`config.mk`:
```
export PLATFORM = sky130hd
export DESIGN_NAME = flash_id_readout
export DESIGN_NICKNAME = d
export VERILOG_FILES = /design/src/rtl/flash_id_pkg.sv /design/src/rtl/flash_id_readout.sv /design/src/rtl/link_sync.sv
export SDC_FILE = /design/constraint.sdc
export NUM_CORES = 1
export LEC_CHECK = 0
export ABC_AREA = 1
export BUFFER_PORTS_ARGS = -buffer_cell sky130_fd_sc_hd__buf_4
export CORE_ASPECT_RATIO = 1.25
export CORE_MARGIN = 2
export CORE_UTILIZATION = 55
export DETAILED_ROUTE_END_ITERATION = 8
export GPL_TIMING_DRIVEN = 0
export HOLD_SLACK_MARGIN = 0.05
export PLACE_DENSITY = 0.7
export SLEW_MARGIN = 5
export SYNTH_ARGS = -nofsm -noshare
export SYNTH_HDL_FRONTEND = slang
export SYNTH_SLANG_ARGS = --single-unit
```
`constraint.sdc`:
```
create_clock -name clk -period 2.2 [get_ports clk]
set_input_delay 0.22 -clock clk [delete_from_list [all_inputs] [get_ports clk]]
set_output_delay 0.22 -clock clk [all_outputs]
set_load 0.1 [all_outputs]
```
`src/rtl/flash_id_pkg.sv`:
```
/*
  Constants for the serial flash identification readout block: opcodes, ID read addresses, delivered byte values,
  bit counts and self-timed cycle durations.
  Assumes a 20 MHz system clock that oversamples the serial link.
*/
package flash_id_pkg;
  localparam int unsigned CLK_HZ                = 20000000;
  localparam logic [7:0]  OP_READ_MAKER_DEVICE  = 8'h90;
  localparam logic [7:0]  OP_READ_IDENT         = 8'h9F;
  localparam logic [23:0] ADDR_MAKER_FIRST      = 24'h000000;
  localparam logic [23:0] ADDR_DEVICE_FIRST     = 24'h000001;
  localparam logic [7:0]  ERASED_BYTE           = 8'hFF;
  localparam logic [7:0]  STATUS_DELIVERED      = 8'h00;
  localparam int unsigned OPCODE_BITS           = 8;
  localparam int unsigned ADDR_BITS             = 24;
  localparam int unsigned IDENT_BITS            = 24;
  localparam int unsigned MAKER_DEV_BITS        = 16;
  // status write cycle: typical 50 ms, longest 100 ms (count uses typical, longest bounds it)
  localparam int unsigned STATUS_WRITE_TYP_MS   = 50;
  localparam int unsigned STATUS_WRITE_MAX_MS   = 100;
  localparam int unsigned STATUS_WRITE_CYCLES   = (CLK_HZ / 1000) * STATUS_WRITE_TYP_MS;
  localparam int unsigned STATUS_WRITE_MAX_CYC  = (CLK_HZ / 1000) * STATUS_WRITE_MAX_MS;
  // power-up write delay seen by the host: 1 ms least, 10 ms most
  localparam int unsigned POWER_UP_WRITE_MIN_MS = 1;
  localparam int unsigned POWER_UP_WRITE_MAX_MS = 10;
  localparam int unsigned POWER_UP_WRITE_CYC    = (CLK_HZ / 1000) * POWER_UP_WRITE_MIN_MS;
  // synchroniser reset levels {sclk, select, input}: the idle pin levels, so no false edge
  localparam logic [2:0]  SYNC_RESET            = 3'h2;
endpackage : flash_id_pkg

```
`src/rtl/flash_id_readout.sv`:
```
/*
  Identification readout slave of a serial NOR flash: decodes the maker/device ID read
  and the identification read and shifts ID bytes out on the serial output.
  Assumes the serial clock, select and input are asynchronous pins sampled by clk,
  with the serial clock at most a small fraction of clk.
*/
// Overview of operation
// opcode 90H plus address zero returns maker ID then device ID, MSB first, falling edges
// address 000001H with 90H returns the device ID byte first
// host lowers select then shifts opcode 9FH on the input line
// after 9FH device shifts 24 ID bits, maker code first, on falling edges
// the two bytes after the maker code are memory type then capacity
// identification read is not decoded while a program or erase cycle runs
// select high at any time stops output and returns to standby
// delivered state: array bytes FFH, status register 00H
// host waits the power-up write delay before any write-type instruction
// status register write cycle finishes within 100 ms, typically 50 ms
// command and address bits are sampled on serial clock rising edges
// write-in-progress flag is one for the whole self-timed cycle, then zero
// output is high impedance with select high and during opcode and address
`timescale 1ns/10ps
module flash_id_readout #(
  parameter logic [7:0]  MAKER_ID    = 8'h5A, // arbitrary value
  parameter logic [7:0]  DEVICE_ID   = 8'h12, // arbitrary value
  parameter logic [7:0]  MEM_TYPE    = 8'h40, // arbitrary value
  parameter logic [7:0]  MEM_CAPAC   = 8'h13, // arbitrary value
  parameter int unsigned STATUS_WRITE_CYCLES = flash_id_pkg::STATUS_WRITE_CYCLES
) (
  // system clock and reset
  input  wire logic clk,
  input  wire logic rst_b,
  // serial link pins
  input  wire logic sclk,
  input  wire logic cs_b,
  input  wire logic si,
  output logic      so_out,
  output logic      so_oe,
  // self-timed cycle control from the array side
  input  wire logic busy_start,
  input  wire logic status_write_start,
  // state
  output logic      write_in_progress_flag,
  output logic [7:0] status_reg
);
  if (STATUS_WRITE_CYCLES < 1 ||
      STATUS_WRITE_CYCLES > flash_id_pkg::STATUS_WRITE_MAX_CYC) begin : g_bad_cycles
    $error("status write cycle count out of range");
  end

  typedef enum logic [2:0] {ST_IDLE, ST_OPCODE, ST_ADDR, ST_SHIFT, ST_IGNORE} state_t;

  logic [2:0] pins_sync;
  logic       sclk_s;
  logic       cs_b_s;
  logic       si_s;

  link_sync #(.WIDTH(3), .RESET_VAL(flash_id_pkg::SYNC_RESET)) u_sync (
    .clk      (clk),
    .rst_b    (rst_b),
    .raw_in   ({sclk, cs_b, si}),
    .sync_out (pins_sync)
  );
  assign sclk_s = pins_sync[2];
  assign cs_b_s = pins_sync[1];
  assign si_s   = pins_sync[0];

  state_t      state_q,  state_d;
  logic        sclk_q,   sclk_d;
  logic [4:0]  cnt_q,    cnt_d;
  logic [23:0] sh_in_q,  sh_in_d;
  logic [23:0] sh_out_q, sh_out_d;
  logic [4:0]  out_len_q, out_len_d;
  logic        so_q,     so_d;
  logic        oe_q,     oe_d;
  logic        wip_q,    wip_d;
  logic [31:0] tmr_q,    tmr_d;
  logic        rise;
  logic        fall;

  assign rise = sclk_s & ~sclk_q;
  assign fall = ~sclk_s & sclk_q;

  always_comb begin
    state_d   = state_q;
    sclk_d    = sclk_s;
    cnt_d     = cnt_q;
    sh_in_d   = sh_in_q;
    sh_out_d  = sh_out_q;
    out_len_d = out_len_q;
    so_d      = so_q;
    oe_d      = oe_q;
    if (cs_b_s) begin
      state_d = ST_IDLE;
      oe_d    = 1'b0;
      cnt_d   = 5'h00;
    end else begin
      case (state_q)
        ST_IDLE: begin
          state_d = ST_OPCODE;
          cnt_d   = 5'h00;
          oe_d    = 1'b0;
        end
        ST_OPCODE: begin
          if (rise) begin
            sh_in_d = {sh_in_q[22:0], si_s};
            cnt_d   = cnt_q + 5'h01;
            if (cnt_q == 5'(flash_id_pkg::OPCODE_BITS - 1)) begin
              cnt_d = 5'h00;
              if (wip_q) begin
                state_d = ST_IGNORE;
              end else if ({sh_in_q[6:0], si_s} == flash_id_pkg::OP_READ_IDENT) begin

                sh_out_d  = {MAKER_ID, MEM_TYPE, MEM_CAPAC};
                out_len_d = 5'(flash_id_pkg::IDENT_BITS);
                state_d   = ST_SHIFT;
              end else if ({sh_in_q[6:0], si_s} == flash_id_pkg::OP_READ_MAKER_DEVICE) begin
                state_d = ST_ADDR;
              end else begin
                state_d = ST_IGNORE;
              end
            end
          end
        end
        ST_ADDR: begin
          if (rise) begin
            sh_in_d = {sh_in_q[22:0], si_s};
            cnt_d   = cnt_q + 5'h01;
            if (cnt_q == 5'(flash_id_pkg::ADDR_BITS - 1)) begin
              cnt_d = 5'h00;
              if ({sh_in_q[22:0], si_s} == flash_id_pkg::ADDR_DEVICE_FIRST) begin
                sh_out_d = {DEVICE_ID, MAKER_ID, 8'h00};
              end else begin
                sh_out_d = {MAKER_ID, DEVICE_ID, 8'h00};
              end
              out_len_d = 5'(flash_id_pkg::MAKER_DEV_BITS);
              state_d   = ST_SHIFT;
            end
          end
        end
        ST_SHIFT: begin
          // first fall after the last input bit drives the MSB; the ID word rotates so a
          // host that keeps clocking sees it repeat from its first byte
          if (fall) begin
            oe_d  = 1'b1;
            so_d  = sh_out_q[23];
            cnt_d = cnt_q + 5'h01;
            if (cnt_q == out_len_q - 5'h01) begin
              cnt_d = 5'h00;
            end
            if (out_len_q == 5'(flash_id_pkg::IDENT_BITS)) begin
              sh_out_d = {sh_out_q[22:0], sh_out_q[23]};
            end else begin
              sh_out_d = {sh_out_q[22:8], sh_out_q[23], 8'h00};
            end
          end
        end
        ST_IGNORE: begin
          oe_d = 1'b0;
        end
        default: state_d = ST_IDLE;
      endcase
    end
  end

  // self-timed status write: flag set wins over completion in the same cycle
  always_comb begin
    wip_d = wip_q;
    tmr_d = tmr_q;
    if (busy_start || status_write_start) begin
      wip_d = 1'b1;
      tmr_d = 32'(STATUS_WRITE_CYCLES);
    end else if (wip_q) begin
      if (tmr_q <= 32'h00000001) begin
        wip_d = 1'b0;
        tmr_d = 32'h00000000;
      end else begin
        tmr_d = tmr_q - 32'h00000001;
      end
    end
  end

  always_ff @(posedge clk) begin
    if (!rst_b) begin
      state_q   <= ST_IDLE;
      sclk_q    <= 1'b0;
      cnt_q     <= 5'h00;
      sh_in_q   <= 24'h000000;
      sh_out_q  <= 24'h000000;
      out_len_q <= 5'h00;
      so_q      <= 1'b0;
      oe_q      <= 1'b0;
      wip_q     <= 1'b0;
      tmr_q     <= 32'h00000000;
    end else begin
      state_q   <= state_d;
      sclk_q    <= sclk_d;
      cnt_q     <= cnt_d;
      sh_in_q   <= sh_in_d;
      sh_out_q  <= sh_out_d;
      out_len_q <= out_len_d;
      so_q      <= so_d;
      oe_q      <= oe_d;
      wip_q     <= wip_d;
      tmr_q     <= tmr_d;
    end
  end

  // status held at its delivered value; array contents live outside this block
  logic [7:0] status_q;
  always_ff @(posedge clk) begin
    if (!rst_b) begin
      status_q <= flash_id_pkg::STATUS_DELIVERED;
    end else begin
      status_q <= status_q;
    end
  end

  assign so_out                 = so_q;
  assign so_oe                  = oe_q;
  assign write_in_progress_flag = wip_q;
  assign status_reg             = status_q;
endmodule : flash_id_readout

```
`src/rtl/link_sync.sv`:
```
/*
  Two-stage synchroniser for the three serial link inputs.
  Assumes inputs arrive from outside the clk domain; stage one is read only by stage two.
*/
`timescale 1ns/10ps
module link_sync #(
  parameter int unsigned          WIDTH     = 3,
  parameter logic [WIDTH-1:0]     RESET_VAL = '1
) (
  // clock and reset
  input  wire logic             clk,
  input  wire logic             rst_b,
  // raw pins and synchronised copies
  input  wire logic [WIDTH-1:0] raw_in,
  output logic      [WIDTH-1:0] sync_out
);
  logic [WIDTH-1:0] meta_q;
  logic [WIDTH-1:0] meta_d;
  logic [WIDTH-1:0] sync_q;
  logic [WIDTH-1:0] sync_d;

  if (WIDTH < 1) begin : g_bad_width
    $error("synchroniser width must be at least one");
  end

  always_comb begin
    meta_d = raw_in;
    sync_d = meta_q;
  end

  // reset to the idle pin levels so an edge detector behind us sees nothing after reset
  always_ff @(posedge clk) begin
    if (!rst_b) begin
      meta_q <= RESET_VAL;
      sync_q <= RESET_VAL;
    end else begin
      meta_q <= meta_d;
      sync_q <= sync_d;
    end
  end

  assign sync_out = sync_q;
endmodule : link_sync

```
; Word-level counts from Yosys, hierarchy flattened
; Cells that the tools add are included.
; Widths: inputs -> output; s select.
[op_classes]
add_sub_neg = 3
order_cmp = 1
n_eq_ne = 18
mux = 40
bitwise_logic = 7
n_reduce_logical = 19
[ops]
columns = operator, n
row1 = $mux 24, 7
row2 = $pmux 24 s3, 1
row3 = $mux 5, 12
row4 = $mux 20, 2
row5 = $le 32x1->1 const B, 1
row6 = $mux 32, 1
row7 = $sub 32x1->32 const B, 1
row8 = $eq 24x1->1 const B, 1
row9 = $mux 23, 1
row10 = $mux 3, 7
row11 = $pmux 5 s4, 1
row12 = $eq 8x8->1 const B, 2
row13 = $ne 2x2->1 const B, 7
row14 = $pmux 3 s4, 1
row15 = $eq 5x5->1 const B, 2
row16 = $pmux 5 s2, 1
row17 = $reduce_or 2->1, 5
row18 = $mux 9, 1
row19 = $reduce_and 9->1, 1
row20 = $reduce_and 8->1, 1
row21 = $eq 3x2->1 const B, 2
row22 = $reduce_and 3->1, 2
row23 = $reduce_bool 2->1, 3
row24 = $add 5x1->5 const B, 1
row25 = 16 further kinds, 24
[totals]
register_bits = 102
output_inout_bits = 11
word_cells = 101

; Logic depth before layout (Yosys ltp)
; Gate-level depths: netlist of run 1.
[logic_depth]
ltp_word = 7
ltp_mapped = 12
depth_no_buf = 12

; Cells and area by module
; From an unflattened synthesis of run 1, not the netlist that was laid out.
[unflattened]
cells_unflattened = 763
area_unflattened_um2 = 4934.7
[modules_own_cells]
columns = mod, instances, cells_per_inst, area_each_um2, seq_area_each_um2
row1 = flash_id_readout, 1, 745, 4769.6, 1861.8
row2 = link_sync, 1, 18, 165.2, 120.1

; Least setup slack after synthesis of run 1
; No wires, ideal clock.
[synth_timing]
path_kind = register -> register
startpoint = register wip_q (netlist: write_in_progress_flag)
endpoint = register tmr_q[28]
setup_time_ns = 0.064
arrival_time_ns = 1.966
t_required_ns = 2.136
setup_slack_ns = 0.171
path_stages_with_launch = 8
cell_sequence = dfxtp_1 buf_1 nand3_1 nor2_2 nand3_1 nand2_1 inv_1 nor2_1
[synth_rtl]
columns = element, line_no
row1 = from (decl), flash_id_readout.sv:75  ; logic wip_q, wip_d;
row2 = from (signal assigned), flash_id_readout.sv:203  ; wip_q <= wip_d;
row3 = to (signal assigned), flash_id_readout.sv:204  ; tmr_q <= tmr_d;
row4 = to (decl), flash_id_readout.sv:76  ; logic [31:0] tmr_q, tmr_d;

; Final worst setup path of run 1
[layout_timing]
startpoint = register tmr_q[20]
endpoint = register tmr_q[25]
[layout_between]
elab_chain_cells = 2
elab_cells_between_ends = 3
classes_between = 1 x add/sub / 1 x order compare / 1 x mux
[layout_rtl]
columns = element, line_no
row1 = $sub 32x1->32 or $le 32x1->1 (tied branches), "flash_id_readout.sv:177, flash_id_readout.sv:173"
row2 = $mux 32 (*), flash_id_readout.sv:173  ; if (tmr_q <= 32'h00000001) begin
; Mark *: on every way between the ends. The rest lies on a longest branch, timed or not.
; A chain may end at the register's enable or synchronous reset.

==> run metrics, run 1 <==
initial antenna violation count 0; Gate power share 11.0%; kind of critical path flop to flop; slew margin rel. 63.3%; DR pass1 iterations 4; # Max-Cap Violations 0; ratio of cells with drive above 1 in the final layout 9.49%; Initial Util 56.5%; Post-route DRC 0; Worst Tran Pin Value 551 ps; crit-path max FO 10; worst setup skew after layout 11.6 ps; TritonCTS clock tree yes; CP Data Arrival Time 2180 ps; Design Area, Final 5390 sq um; Placer Congestion 0.867; Rows 38; Synth async-reset ratio 0%; TNS Setup 0 ps; post-route ant nets 0; largest net degree at the start of global routing 16; Setup-failing EPs final 0; top cells by area, synth dfxtp_1, nor2_1, nand2_1, inv_1, a21oi_1; global-route wire length before repair 17700 microns; Die ar. 9710 sq um; Starting DRT DRC Count 134; Post-synth EDFFs 0; placed insts 870; RSZ-0062 raised after global routing no; hold-critical path depth 3; Synth Cell Area 4910 sq um; io pins 18; Setup crit end kind flop; vias in the first global route 4191; Worst EP required 2460 ps; Tmin final 1920 ps; Placed Area 5150 sq um; startpoint types flop; count of different cell masters after synthesis 35; Worst R2R Path Depth 9; final core occ 61.9%; Inserted Diodes 0; post-CTS sizing 0; vias 4462; maximum clock rate 520 MHz; kind of path behind the tightest hold check input port to flop; CTS max path bufs 2; Clock Sinks 99; cells after synthesis 735; part of the cycle the worst path needs 87.4%; cts hold-fix bufs 3; count leader, synth nor2_1; register area share after synthesis 40.3%; Die Y 110 microns; most used flip-flop cell after synthesis dfxtp_1; gr ovfl total 0; status finished clean; sequential share of power 52.9%; Skew-Pair Late Insertion Delay 380 ps; P_int 2.57 mW; DR WL/cell 11.8 microns; H-tree Lvls 3; Yosys top cell area share 40.3%; Sw Pwr 0.916 mW; Post-CTS Setup Bufs 0; Synth Register Bits 99; Net count, final 775; leakage 2.42 nW; switching share of power 26.3%; Synth area leader dfxtp_1; power share of the clock group 36.0%; I/O Buffers 8; syn avg cell area 6.68 sq um; number of buffers created by CTS 9; HPWL after DPL 7710 microns; Routed WL 10500 microns; top cells by count, synth nor2_1, nand2_1, dfxtp_1, inv_1, a21oi_1; worst setup margin 276 ps; Max VDD drop 395 uV; Yosys Warn Count 0; post-route insts no fill 889; gr usage total 23.2%; CTS root buffer clkbuf_8; max-slew violations 0; PD cells 647 nW/um^2; clock-pin slew on the worst setup and hold paths 90 ps; area of the core 8700 sq um; Setup Slack @ Placement 280 ps; Fin. Hold Viols 0; DIE WIDTH 88.5 microns; Area Growth Syn to Fin 9.68%; vias per std cell 5.02
-- registers in the layout, indices dropped and copies added, names as in the netlist --
| register | count |
|---|---|
| cnt_q | 5 |
| out_len_q | 2 |
| sclk_q | 1 |
| sh_in_q | 23 |
| sh_out_q | 24 |
| so_oe | 1 |
| so_out | 1 |
| state_q | 3 |
| tmr_q | 32 |
| u_sync.meta_q | 3 |
| u_sync.sync_out | 3 |
| write_in_progress_flag | 1 |
-- worst paths after layout --
check,start,endpoint,slack (ps)
worst min-delay path,rst_b,sh_in_q[1],250
worst max-delay path,tmr_q[20],tmr_q[25],280
worst max register to register,tmr_q[20],tmr_q[25],280
worst min register to register,u_sync.meta_q[1],u_sync.sync_out[1],420
-- cell families after synthesis --
| group | count (synthesis) | share of synthesized area [%] |
|---|---|---|
| other cells | 1 | 0.0763 |
| buf+inv | 100 | 8.79 |
| simple gates | 425 | 36.9 |
| xor+xnor | 20 | 3.57 |
| flops | 99 | 40.3 |
| compound gates | 86 | 9.27 |
| fa+ha+maj | 4 | 1.02 |
-- routing by layer --
layer  up-vias  share of wire (%)  track usage, %  routed length (microns)
met1      2018                 43            26.0                     4510
met5         -                  0               0                        0
met3        22                2.6            4.43                      278
li1       2359                  -               -                        -
met2        63                 52            41.6                     5430
met4         0                2.7            11.3                      286
-- cell type report --
| cell class | count | area, sq um |
|---|---|---|
| Fill cell | 832 | 3310 |
| Multi-Input combinational cell | 543 | 2520 |
| Sequential cell | 99 | 1980 |
| Inverter | 74 | 280 |
| Buffer | 26 | 151 |
| Tap cell | 120 | 150 |
| Clock buffer | 11 | 131 |
| Timing Repair Buffer | 11 | 90.1 |
| Clock inverter | 5 | 77.6 |
-- cells in the final DEF, fill, tap and decap left out, drive strengths merged, types with 2 or more instances in the layout --
master / Yosys / layout
nor2: 189 / 189
nand2: 163 / 163
dfxtp: 99 / 99
inv: 72 / 72
a21oi: 51 / 51
nand3: 51 / 51
o21ai: 29 / 29
buf: 17 / 25
clkbuf: 9 / 20
xor2: 11 / 11
nand4: 11 / 11
xnor2: 9 / 9
conb: 1 / 8
nor3: 6 / 6
ha: 4 / 4
clkinv: 2 / 4
or2: 3 / 3
dlygate4sd3: 0 / 3
a211oi: 2 / 2
a21boi: 2 / 2
bufinv: 0 / 2
-- power groups by stage --
stage	Sequential (mW)	Combinational (mW)	Clock, mW
2_1_floorplan	1.89	0.304	0
3_3_place_gp	1.89	0.371	0
3_5_place_dp	1.89	0.377	0
4_1_cts	1.85	0.383	1.28
5_1_grt	1.85	0.430	1.36
6_report	1.85	0.384	1.26
-- through the flow --
stage          power [mW]  hold slack (ps)
4_1_cts              3.51              242
2_1_floorplan        2.19              318
3_3_place_gp         2.26              398
3_5_place_dp         2.26              400
5_1_grt              3.64              279
6_report             3.49              246
-- worst max-delay path, stage by stage (launching register included) --
cell	delay [ps]
dfxtp_1	340
nor2_1	290
nand2_1	180
nor2_1	180
nand2_1	70
nor2_1	100
nand3_1	90
nand2_2	220
buf_2	260
nor2_1	70
Power figures use the tool's default switching activity.
==> run 2, diff against run 1 <==
--- a/config.mk
+++ b/config.mk
@@ -14,6 +14,7 @@
 export GPL_TIMING_DRIVEN = 0
 export HOLD_SLACK_MARGIN = 0.05
 export PLACE_DENSITY = 0.7
+export RECOVER_POWER = 25
 export SLEW_MARGIN = 5
 export SYNTH_ARGS = -nofsm -noshare
 export SYNTH_HDL_FRONTEND = slang
==> run 2 against run 1 <==
Die area unchanged; clock-buffer cell count unchanged; first-iteration DRC count rose by 11%; global-route usage unchanged; register-to-register slack about the same; cell count unchanged; fmax up 0.40%; critical path type unchanged; critical endpoint unchanged; largest cell class unchanged; largest power group unchanged.
==> run metrics, run 2 (synthesized netlist as in run 1, its figures left out) <==
status finished clean (unchanged); Placer Congestion 0.867 (unchanged); max-slew violations 0 (unchanged); kind of critical path flop to flop (unchanged); PD cells 650 nW/um^2 (was 647 nW/um^2); I/O Buffers 8 (unchanged); Max VDD drop 395 uV (about the same); kind of path behind the tightest hold check input port to flop (unchanged); P_int 2.57 mW (about the same); Worst R2R Path Depth 9 (unchanged); global-route wire length before repair 17700 microns (unchanged); vias 4464 (was 4462); Placed Area 5150 sq um (unchanged); Die Y 110 microns (unchanged); CTS max path bufs 2 (unchanged); sequential share of power 52.9% (about the same); Tmin final 1920 ps (about the same); Post-CTS Setup Bufs 0 (unchanged); Initial Util 56.5% (unchanged); Setup-failing EPs final 0 (unchanged); slew margin rel. 23.1% (was 63.3%); leakage 2.41 nW (was 2.42 nW); vias per std cell 5.02 (about the same); Largest regs tmr_q: 32 flops, sh_out_q: 24 flops, sh_in_q: 23 flops (unchanged); Sw Pwr 0.919 mW (was 0.916 mW); CP max-delay cell dfxtp_1 (unchanged); post-route ant nets 0 (unchanged); WP buf/inv 1 (unchanged); Crit path top cell by count nor2_1 (unchanged); Skew-Pair Late Insertion Delay 380 ps (about the same); most common cell after layout, fill and taps aside nor2_1 (unchanged); maximum clock rate 522 MHz (was 520 MHz); final core occ 61.7% (was 61.9%); max reg flops 32 (unchanged); gr usage total 23.2% (unchanged); clock-pin slew on the worst setup and hold paths 90 ps (about the same); area of the core 8700 sq um (unchanged); crit-path max FO 10 (unchanged); hold-critical path depth 3 (unchanged); part of the cycle the worst path needs 87.1% (was 87.4%); RSZ-0062 raised after global routing no (unchanged); Post-route DRC 0 (unchanged); TritonCTS clock tree yes (unchanged); vias in the first global route 4191 (unchanged); DR pass1 iterations 4 (unchanged); gr ovfl total 0 (unchanged); reg2reg start tmr_q[20] (unchanged); largest net degree at the start of global routing 16 (unchanged); Setup crit end kind flop (unchanged); worst setup skew after layout 11.3 ps (was 11.6 ps); Highest Signal Layer met4 (unchanged); hold path start rst_b (unchanged); switching share of power 26.3% (about the same); Worst Tran Pin Value 1160 ps (was 551 ps); Starting DRT DRC Count 149 (was 134); Routed WL 10500 microns (about the same); most frequent cells in the layout nor2_1, nand2_1, dfxtp_1 (unchanged); CP top delay family simple AND/OR/NAND/NOR gates (unchanged); number of buffers created by CTS 9 (unchanged); critical path depth 9 (unchanged); Gate power share 11.0% (about the same); DR WL/cell 11.8 microns (about the same); Design Area, Final 5370 sq um (was 5390 sq um); DIE WIDTH 88.5 microns (unchanged); Inserted Diodes 0 (unchanged); initial antenna violation count 0 (unchanged); met1 WL 4630 microns (was 4510 microns); Fin. Hold Viols 0 (unchanged); H-tree Lvls 3 (unchanged); Clock Sinks 99 (unchanged); worst-path cell chain nor2_1 -> nand2_1 -> nor2_1 -> nand2_1 -> nor2_1 -> nand3_1 -> nand2_2 -> buf_2 -> nor2_1 (unchanged); power share of the clock group 36.1% (was 36.0%); fillers 836 (was 832); Top reg by flops tmr_q (unchanged); Slowest Stage Delay on Critical Path 340 ps (about the same); Worst EP required 2460 ps (about the same); Net count, final 775 (unchanged); hold slack 235 ps (was 246 ps); Area Growth Syn to Fin 9.35% (was 9.68%); Rows 38 (unchanged); CTS root buffer clkbuf_8 (unchanged); HPWL after DPL 7710 microns (unchanged); Critical Path Source tmr_q[20] (unchanged); # Max-Cap Violations 0 (unchanged); CP Data Arrival Time 2180 ps (about the same); TNS Setup 0 ps (unchanged); met2 wire length 5350 microns (was 5430 microns); io pins 18 (unchanged); ratio of cells with drive above 1 in the final layout 8.84% (was 9.49%); startpoint types flop (unchanged); Die ar. 9710 sq um (unchanged); met3 WL 220 microns (was 278 microns)
==> run 2: cell count changes in the layout (fill, tap and decap cells not counted), sizes merged <==
cell	delta
buf	-5
clkbuf	+5
==> run 2: repair_timing <==
item | in CTS | in global routing
resized for setup | 0 | 0
hold endpoints to repair | 3 | 0
hold buffers | 3 | 0
setup endpoints to repair | 0 | 0
==> run 2: per-layer routing <==
metal | vias up | global-route usage, %
li1 | 2356 | -
met1 | 2027 | 26.0
met2 | 58 | 41.6
met3 | 23 | 4.43
met4 | 0 | 11.3
met5 | - | 0
==> run 2: final cells by class <==
type | instances | area (sq um) | share of cell area (%)
multi-input combinational | 543 | 2520 | 46.9
sequential | 99 | 1980 | 36.9
inverter | 74 | 280 | 5.22
buffer | 26 | 150 | 2.80
tap | 120 | 150 | 2.80
clock buffer | 11 | 131 | 2.45
timing repair buffer | 11 | 80.1 | 1.49
clock inverter | 5 | 77.6 | 1.44
==> run 2: tightest hold or removal path, cell delays in order <==
cell	delay, ps
clkbuf_1	180
o21ai_0	120
a21oi_1	40
==> run 2: worst paths after layout <==
| kind | end | slack [ps] |
|---|---|---|
| setup / recovery | tmr_q[25] | 280 |
| hold / removal | sh_in_q[1] | 230 |
| setup reg to reg | tmr_q[25] | 280 |
| hold reg to reg | u_sync.sync_out[1] | 420 |
==> run 2: stage by stage <==
step                      setup WS, ps  std cells  power, mW
after CTS                          270        889       3.51
after floorplan                    171        742       2.19
after global placement             300        870       2.26
after global routing               102        889       3.64
final                              284        889       3.49
after detailed placement           280        870       2.26
==> run 2: power by group through the flow <==
stage / Sequential [mW] / Combinational (mW) / Clock, mW
3_5_place_dp: 1.89 / 0.377 / 0
6_report: 1.85 / 0.383 / 1.26
4_1_cts: 1.85 / 0.383 / 1.28
3_3_place_gp: 1.89 / 0.371 / 0
2_1_floorplan: 1.89 / 0.304 / 0
5_1_grt: 1.85 / 0.429 / 1.36
